### src/alscr_pkg.sv
package alscr_pkg;
  localparam logic [7:0] ADDR_CONFIG = 8'h84;
  localparam logic [7:0] ADDR_RES_HI = 8'h85;
  localparam logic [7:0] ADDR_RES_LO = 8'h86;
  localparam int CONT_BIT = 7;
  localparam int RATE_HI = 6;
  localparam int RATE_LO = 4;
  localparam int OFFS_BIT = 3;
  localparam int AVG_HI = 2;
  localparam int AVG_LO = 0;
  // cont 0, rate 000, offset on, average 101
  localparam logic [7:0] CONFIG_RESET = 8'h0D;
  localparam logic [7:0] CONFIG_MASK = 8'hFF;
  localparam logic [7:0] READ_UNMAPPED = 8'h00;
  localparam logic [15:0] RESULT_RESET = 16'h0000;
  localparam int CLK_HZ = 40000000;
  typedef enum {
    ALSCR_IDLE,
    ALSCR_OFFSET,
    ALSCR_CONVERT,
    ALSCR_STORE
  } alscr_state_type;
endpackage

### src/alscr_rate_timer.sv
`timescale 1ns/1ps
module alscr_rate_timer #(
  parameter int CLK_HZ = alscr_pkg::CLK_HZ
) (
  clk,
  srst,
  run,
  rateCode,
  tick
);
  input wire logic clk;
  input wire logic srst;
  input wire logic run;
  input wire logic [2:0] rateCode;
  output logic tick;

  // ---------------------------------------------
  // period per rate code, 1..10 samples/s
  // ---------------------------------------------
  logic [31:0] periodQ;
  logic [31:0] cntQ;

  always_comb begin
    case (rateCode)
      3'h0: periodQ = 32'(CLK_HZ / 1);
      3'h1: periodQ = 32'(CLK_HZ / 2);
      3'h2: periodQ = 32'(CLK_HZ / 3);
      3'h3: periodQ = 32'(CLK_HZ / 4);
      3'h4: periodQ = 32'(CLK_HZ / 5);
      3'h5: periodQ = 32'(CLK_HZ / 6);
      3'h6: periodQ = 32'(CLK_HZ / 8);
      default: periodQ = 32'(CLK_HZ / 10);
    endcase
  end

  always_ff @(posedge clk) begin
    if (srst || !run) begin
      cntQ <= 32'h00000000;
      tick <= 1'b0;
    end else if (cntQ >= periodQ - 32'h00000001) begin
      cntQ <= 32'h00000000;
      tick <= 1'b1;
    end else begin
      cntQ <= cntQ + 32'h00000001;
      tick <= 1'b0;
    end
  end
endmodule

### src/alscr_light_block.sv
`timescale 1ns/1ps
// Contract
// (RQ1) continuous bit enables back-to-back conversion, reset 0
// (RQ2) continuous mode repeats conversions back to back
// (RQ3) host uses continuous only with single-shot
// (RQ4) rate code selects 1..10 samples/s
// (RQ5) offset compensation bit, resets enabled
// (RQ6) measure offset, subtract before storing
// (RQ7) averaging field gives 2^n conversions
// (RQ8) result is average of cycle conversions
// (RQ9) averaging resets to 101, 32 conversions
// (RQ10) config change waits for periodic mode cycling
// (RQ11) result high at 85h, low 86h
// (RQ12) result registers read-only, writes ignored
// (RQ13) host changes rates only when idle
// (RQ14) both result bytes update together
module alscr_light_block #(
  parameter int CLK_HZ = alscr_pkg::CLK_HZ
) (
  clk,
  srst,
  regWrite,
  regRead,
  regAddr,
  regWdata,
  regRdata,
  regRvalid,
  periodicEn,
  lightSingleShot,
  convStart,
  convOffset,
  convDone,
  convValue,
  resultReady,
  busy
);
  input wire logic clk;
  input wire logic srst;
  input wire logic regWrite;
  input wire logic regRead;
  input wire logic [7:0] regAddr;
  input wire logic [7:0] regWdata;
  output logic [7:0] regRdata;
  output logic regRvalid;
  input wire logic periodicEn;
  input wire logic lightSingleShot;
  output logic convStart;
  output logic convOffset;
  input wire logic convDone;
  input wire logic [15:0] convValue;
  output logic resultReady;
  output logic busy;

  // ---------------------------------------------
  // input synchronisers
  // ---------------------------------------------
  logic [2:0] syncAQ;
  logic [2:0] syncBQ;
  logic [15:0] valAQ;
  logic [15:0] valBQ;
  logic doneDlyQ;
  // control levels, two flops each
  always_ff @(posedge clk) begin
    if (srst) begin
      syncAQ <= 3'h0;
      syncBQ <= 3'h0;
      doneDlyQ <= 1'b0;
    end else begin
      syncAQ <= {periodicEn, lightSingleShot, convDone};
      syncBQ <= syncAQ;
      doneDlyQ <= syncBQ[0];
    end
  end

  // conversion value, steady while done stands
  always_ff @(posedge clk) begin
    if (srst) begin
      valAQ <= 16'h0000;
      valBQ <= 16'h0000;
    end else begin
      valAQ <= convValue;
      valBQ <= valAQ;
    end
  end
  logic perSync;
  logic shotSync;
  logic doneSync;
  logic doneRise;
  logic shotDlyQ;
  logic perDlyQ;
  assign perSync = syncBQ[2];
  assign shotSync = syncBQ[1];
  assign doneSync = syncBQ[0];
  assign doneRise = doneSync && !doneDlyQ;

  // ---------------------------------------------
  // configuration register
  // ---------------------------------------------
  logic [7:0] configQ;
  logic [7:0] activeQ;
  always_ff @(posedge clk) begin
    if (srst) begin
      configQ <= alscr_pkg::CONFIG_RESET; // [RQ1] [RQ5] [RQ9]
    end else if (regWrite && regAddr == alscr_pkg::ADDR_CONFIG) begin
      configQ <= regWdata & alscr_pkg::CONFIG_MASK;
    end
  end

  // working copy loaded only when periodic mode is off or just turned on
  always_ff @(posedge clk) begin
    if (srst) begin
      activeQ <= alscr_pkg::CONFIG_RESET;
      perDlyQ <= 1'b0;
    end else begin
      perDlyQ <= perSync;
      if (!perSync || !perDlyQ) begin
        activeQ <= configQ; // [RQ10]
      end
    end
  end

  logic contMode;
  logic offsEn;
  logic [2:0] avgCode;
  logic [2:0] rateCode;
  assign contMode = activeQ[alscr_pkg::CONT_BIT];
  assign offsEn = activeQ[alscr_pkg::OFFS_BIT];
  assign avgCode = activeQ[alscr_pkg::AVG_HI:alscr_pkg::AVG_LO];
  assign rateCode = activeQ[alscr_pkg::RATE_HI:alscr_pkg::RATE_LO];

  // ---------------------------------------------
  // periodic rate timer
  // ---------------------------------------------
  logic rateTick;
  alscr_rate_timer #(
    .CLK_HZ(CLK_HZ)
  ) uTimer (
    .clk(clk),
    .srst(srst),
    .run(perSync),
    .rateCode(rateCode),
    .tick(rateTick) // [RQ4]
  );

  // ---------------------------------------------
  // measurement sequencer
  // ---------------------------------------------
  alscr_pkg::alscr_state_type stateQ;
  logic [7:0] convLeftQ;
  logic [22:0] sumQ;
  logic [15:0] offsetQ;
  logic [15:0] resultQ;
  logic trigger;
  logic [15:0] corrected;
  logic [22:0] avgValue;
  logic idleGo;
  logic offsDone;
  logic convHit;
  logic lastConv;
  logic storeNow;

  always_ff @(posedge clk) begin
    if (srst) begin
      shotDlyQ <= 1'b0;
    end else begin
      shotDlyQ <= shotSync;
    end
  end
  // continuous mode retriggers at once after each store while single-shot is held and periodic mode is off
  assign trigger = rateTick || (shotSync && !shotDlyQ) ||
                   (contMode && !perSync && shotSync); // [RQ2] [RQ3]
  assign corrected = (offsEn && valBQ > offsetQ) ? valBQ - offsetQ :
                     (offsEn ? 16'h0000 : valBQ); // [RQ6]
  assign avgValue = sumQ >> avgCode; // [RQ8]
  // one-cycle qualifiers of the sequencer
  assign idleGo = (stateQ == alscr_pkg::ALSCR_IDLE) && trigger;
  assign offsDone = (stateQ == alscr_pkg::ALSCR_OFFSET) && doneRise;
  assign convHit = (stateQ == alscr_pkg::ALSCR_CONVERT) && doneRise;
  assign lastConv = convHit && (convLeftQ == 8'h01);
  assign storeNow = (stateQ == alscr_pkg::ALSCR_STORE);

  // state transitions
  always_ff @(posedge clk) begin
    if (srst) begin
      stateQ <= alscr_pkg::ALSCR_IDLE;
    end else begin
      case (stateQ)
        alscr_pkg::ALSCR_IDLE: begin
          if (trigger && offsEn) begin
            stateQ <= alscr_pkg::ALSCR_OFFSET; // [RQ6]
          end else if (trigger) begin
            stateQ <= alscr_pkg::ALSCR_CONVERT;
          end
        end
        alscr_pkg::ALSCR_OFFSET: begin
          if (doneRise) begin
            stateQ <= alscr_pkg::ALSCR_CONVERT;
          end
        end
        alscr_pkg::ALSCR_CONVERT: begin
          if (lastConv) begin
            stateQ <= alscr_pkg::ALSCR_STORE;
          end
        end
        alscr_pkg::ALSCR_STORE: begin
          stateQ <= alscr_pkg::ALSCR_IDLE;
        end
        default: begin
          stateQ <= alscr_pkg::ALSCR_IDLE;
        end
      endcase
    end
  end

  // conversion count and running sum
  always_ff @(posedge clk) begin
    if (srst) begin
      convLeftQ <= 8'h00;
      sumQ <= 23'h000000;
    end else if (idleGo) begin
      convLeftQ <= 8'(9'h001 << avgCode); // [RQ7]
      sumQ <= 23'h000000;
    end else if (convHit) begin
      convLeftQ <= convLeftQ - 8'h01;
      sumQ <= sumQ + {7'h00, corrected}; // [RQ8]
    end
  end

  // offset capture
  always_ff @(posedge clk) begin
    if (srst) begin
      offsetQ <= 16'h0000;
    end else if (idleGo && !offsEn) begin
      offsetQ <= 16'h0000;
    end else if (offsDone) begin
      offsetQ <= valBQ; // [RQ6]
    end
  end

  // result word, both bytes at once
  always_ff @(posedge clk) begin
    if (srst) begin
      resultQ <= alscr_pkg::RESULT_RESET;
      resultReady <= 1'b0;
    end else begin
      resultReady <= storeNow;
      if (storeNow) begin
        resultQ <= avgValue[15:0]; // [RQ14]
      end
    end
  end

  // front end strobes
  always_ff @(posedge clk) begin
    if (srst) begin
      convStart <= 1'b0;
      convOffset <= 1'b0;
    end else begin
      convStart <= idleGo || offsDone || (convHit && !lastConv);
      if (idleGo) begin
        convOffset <= offsEn; // [RQ6]
      end else if (offsDone) begin
        convOffset <= 1'b0;
      end
    end
  end

  // busy from trigger to the return to idle
  always_ff @(posedge clk) begin
    if (srst) begin
      busy <= 1'b0;
    end else if (stateQ == alscr_pkg::ALSCR_IDLE) begin
      busy <= trigger;
    end
  end

  // ---------------------------------------------
  // register read port
  // ---------------------------------------------
  // read strobe answer
  always_ff @(posedge clk) begin
    if (srst) begin
      regRvalid <= 1'b0;
    end else begin
      regRvalid <= regRead;
    end
  end

  // read data mux, held until the next read
  always_ff @(posedge clk) begin
    if (srst) begin
      regRdata <= alscr_pkg::READ_UNMAPPED;
    end else if (regRead) begin
      case (regAddr)
        alscr_pkg::ADDR_CONFIG: regRdata <= configQ;
        alscr_pkg::ADDR_RES_HI: regRdata <= resultQ[15:8]; // [RQ11] [RQ12]
        alscr_pkg::ADDR_RES_LO: regRdata <= resultQ[7:0]; // [RQ11] [RQ12]
        default: regRdata <= alscr_pkg::READ_UNMAPPED;
      endcase
    end
  end

  // host rate changes while active are held off by the working copy [RQ13]
endmodule

### config.mk
export PLATFORM = sky130hd
export DESIGN_NAME = alscr_light_block
export DESIGN_NICKNAME = d
export VERILOG_FILES = /design/src/alscr_pkg.sv /design/src/alscr_rate_timer.sv /design/src/alscr_light_block.sv
export SDC_FILE = /design/constraint.sdc
export NUM_CORES = 1
export LEC_CHECK = 0
export BUFFER_PORTS_ARGS = -buffer_cell sky130_fd_sc_hd__buf_2
export CAP_MARGIN = 40
export CORE_AREA = 4 4 142 144
export DETAILED_ROUTE_END_ITERATION = 12
export DIE_AREA = 0 0 146 148
export PLACE_DENSITY = 0.76
export RECOVER_POWER = 100
export SYNTH_ARGS = -nofsm -noshare
export SYNTH_HDL_FRONTEND = slang
export SYNTH_SLANG_ARGS = --single-unit
### constraint.sdc
create_clock -name clk -period 4.25 [get_ports clk]
set_input_delay 0.85 -clock clk [delete_from_list [all_inputs] [get_ports clk]]
set_output_delay 0.85 -clock clk [all_outputs]
set_load 0.01 [all_outputs]
==> flow_summary.ini <==
[critical_path]
path_max_fanout = 8
path_class = reg2reg
regToRegStartpoint = valBQ[0]
r2r_end = sumQ[21]
ff2ff_setup_slack_ns = 0.05
cp-end-kind = flip-flop
required_ns = 4.62
cp.arrival_ns = 4.57
startpoint_type = flip-flop
r2r_cells = 20

[grt]
grt_pass1_wl_um = 35300
grt_overflow = 0
grt_pass1_vias = 7495
grt_max_degree = 53
track_usage_pct = 19.6
antenna_found_initial = 0

[yosys]
synth-xor-area-share_pct = 5.17
ys_warn_count = 0
synth_top_cell_by_area = dfxtp_1
synth-main-ff-cell = dfxtp_1
synth_cells = 1096
synth_area_mm2 = 0.00932
yosysSeqAreaShare_pct = 36.1
synth_compound_area_share_pct = 16.6
synth_top_family_by_area = simple AND/OR/NAND/NOR gates
ys_top_cells_by_area = dfxtp_1, ha_1, mux2i_1
synth_top_area_share_pct = 36.1
yosys.area_share.simple_pct = 20.6
synth_edf_count = 0
async_flop_share_pct = 0
synth_cell_types = 62
synthAdderAreaFrac_pct = 9.69
synthMuxAreaShare_pct = 7.68
avgSynthCellArea_um2 = 8.51
ys_ff_latch = 168

[routing]
drt-total-wl_um = 21300
drc = 0
vias = 7856
wl_per_cell_um = 15.2
routed_via_density = 5.60
drt-pass1-iter-count = 5
drt-initial-drc-count = 444
drtAntennaViolNets = 0

[finish]
final_nets = 1265
final_cell_mix = dfxtp_1, nand2_1, nor2_1, a21oi_1, ha_1
layout-drive-gt1-share_pct = 13.4
instances_no_fill = 1402
num_antenna_cells = 0
final_util_pct = 57.5
fillCellCount = 1627
synthToLayoutAreaGrowth_pct = 15.4
regArea_mm2 = 0.00336
final_common_cell = dfxtp_1
multi_input_area_mm2 = 0.00582

[timing]
fin_crit_ns = 4.20
fin_skew_ns = 0.0144
setup_viol = 0
tightest_slew_ns = 1.76
fmax_mhz = 238
period_share_pct = 98.8
slew_violations = 42
setup_slack_ns = 0.0518
max-slew-margin-rel_pct = -17.6
final_hold_viol_count = 0

[clocking]
cts_max_level = 4
cts_hold_buf = 0
clkLatencyLatePin_ns = 0.44
cts_root_buffer = clkbuf_16
cts_buffer_depth = 2
numCtsBuffers = 17
clk_pin_slew_ns = 0.06
cts.sinks = 168
cts_tree = done

[status]
status = finished with violations
violations = max-capacitance violations, max-slew violations

[place]
placed_cells = 1355
port_buffers = 51
dp_hpwl_um = 14900
place_worst_setup_slack_ns = -0.0482
gp_congestion = 0.940

[power_and_ir_drop]
p_leak_uw = 0.00442
powerDensity_mw_per_mm2 = 339
peakVddDrop_uv = 274

[worst_hold_path]
whs_path_depth = 1
holdPathEnd = valBQ[10]
hp-start = valAQ[10]
hp-class = reg2reg

[floorplan]
die_y_um = 148
start_util_pct = 49.8
coreArea_mm2 = 0.0187
dieArea_mm2 = 0.0216
row_count = 50
die_x_um = 146
num_io_pins = 52

[flow_run]
maxCapViolations = 1
==> final cells by class <==
class	instances	area share, %
clock buffers	21	4.37
clock inverters	11	0.802
inverters	43	1.50
multi-input cells	833	54.1
flip-flops and latches	168	31.3
well taps	234	2.72
repair buffers	92	5.24
==> cells in the mapped netlist (5+ instances only) <==
library cell and instances:
clkbuf_1 44, xnor2_1 26, and3_1 14, buf_2 6, nor2_1 99, o2bb2ai_1 13
nand3_1 26, o21a_1 6, nor2b_1 61, and2_1 6, nand2_1 129, or3_1 5
xor2_1 29, mux4_2 6, nor3_1 9, nand2b_1 8, mux2i_1 58, a31oi_1 8
dfxtp_1 168, nand4_1 16, a21oi_1 95, o211ai_1 8, ha_1 69, inv_1 42
o21ai_0 29, a21o_1 21, a211oi_1 28
==> layer usage <==
metal | vias to the layer above | global-route usage (%) | routed length, µm
met4 | 2 | 8.37 | 816
li1 | 3950 | - | -
met2 | 253 | 32.1 | 9860
met5 | - | 0 | 36
met1 | 3578 | 24.8 | 9440
met3 | 73 | 4.63 | 1150
==> worst max-delay path, stage by stage (launching register included) <==
cell,delay [ns]
dfxtp_2,0.32
inv_2,0.08
ha_4,0.13
inv_2,0.05
fa_2,0.36
a211oi_2,0.23
nor2_2,0.08
o41ai_2,0.36
nor3_1,0.13
a211oi_2,0.23
a211o_4,0.24
buf_6,0.11
o2bb2ai_1,0.07
ha_1,0.34
and3_4,0.19
o211ai_1,0.08
buf_4,0.17
a21oi_4,0.19
a31oi_4,0.14
or4_1,0.50
a21oi_2,0.13
==> registers in the layout (all words and copies together), names as in the netlist, 2 cells and up <==
signal / count
activeQ: 8
configQ: 8
convLeftQ: 8
offsetQ: 16
regRdata: 8
resultQ: 16
stateQ: 2
sumQ: 23
syncAQ: 3
syncBQ: 3
uTimer.cntQ: 32
valAQ: 16
valBQ: 16
==> stage by stage <==
step | instance area (µm²) | setup TNS [ns] | hold slack [ns] | total power (µW)
after floorplan | 9340 | 0 | 0.414 | 2020
after global placement | 9840 | 0 | 0.416 | 2130
after detailed placement | 9890 | -0.138 | 0.422 | 2150
after CTS | 10500 | 0 | 0.437 | 3610
after global routing | 10800 | -0.688 | 0.452 | 3800
final | 10800 | 0 | 0.434 | 3650
==> kinds of logic (layout without fill, tap and decap cells) <==
kind of cell             count (synthesis)  count (layout)
AO/OA/AOI/OAI                          240             240
XOR/XNOR                                55              55
adder cells (fa/ha/maj)                 71              71
buffers and inverters                   99             167
flip-flops                             168             168
multiplexers                            64              64
other                                    1               5
AND/OR/NAND/NOR                        398             398
==> power by group <==
| group | switching [µW] | leakage, µW | internal, µW |
|---|---|---|---|
| Clock | 663 | 0.000264 | 802 |
| Combinational | 301 | 0.00279 | 227 |
| Sequential | 34.2 | 0.00137 | 1620 |
| Total | 998 | 0.00442 | 2650 |
==> timing repair <==
item / 4_1_cts / 5_1_grt
setup endpoints to repair: 4 / 14
resized for setup: 2 / 48
buffers inserted: 4 / 11
gates cloned: 0 / 1
pin swaps: 2 / 23
==> how the worst max path moves through the flow <==
stage                  start        to  slack [ns]  depth (start not counted)
detailed placement  valBQ[0]  sumQ[21]       -0.05                         21
global route        valBQ[0]  sumQ[21]       -0.12                         19
global placement    valBQ[0]  sumQ[21]        0.12                         21
finish              valBQ[0]  sumQ[21]        0.05                         20
CTS                 valBQ[0]  sumQ[21]        0.01                         20
floorplan           valBQ[0]  sumQ[18]        0.16                         20
Power figures use the tool's default switching activity.
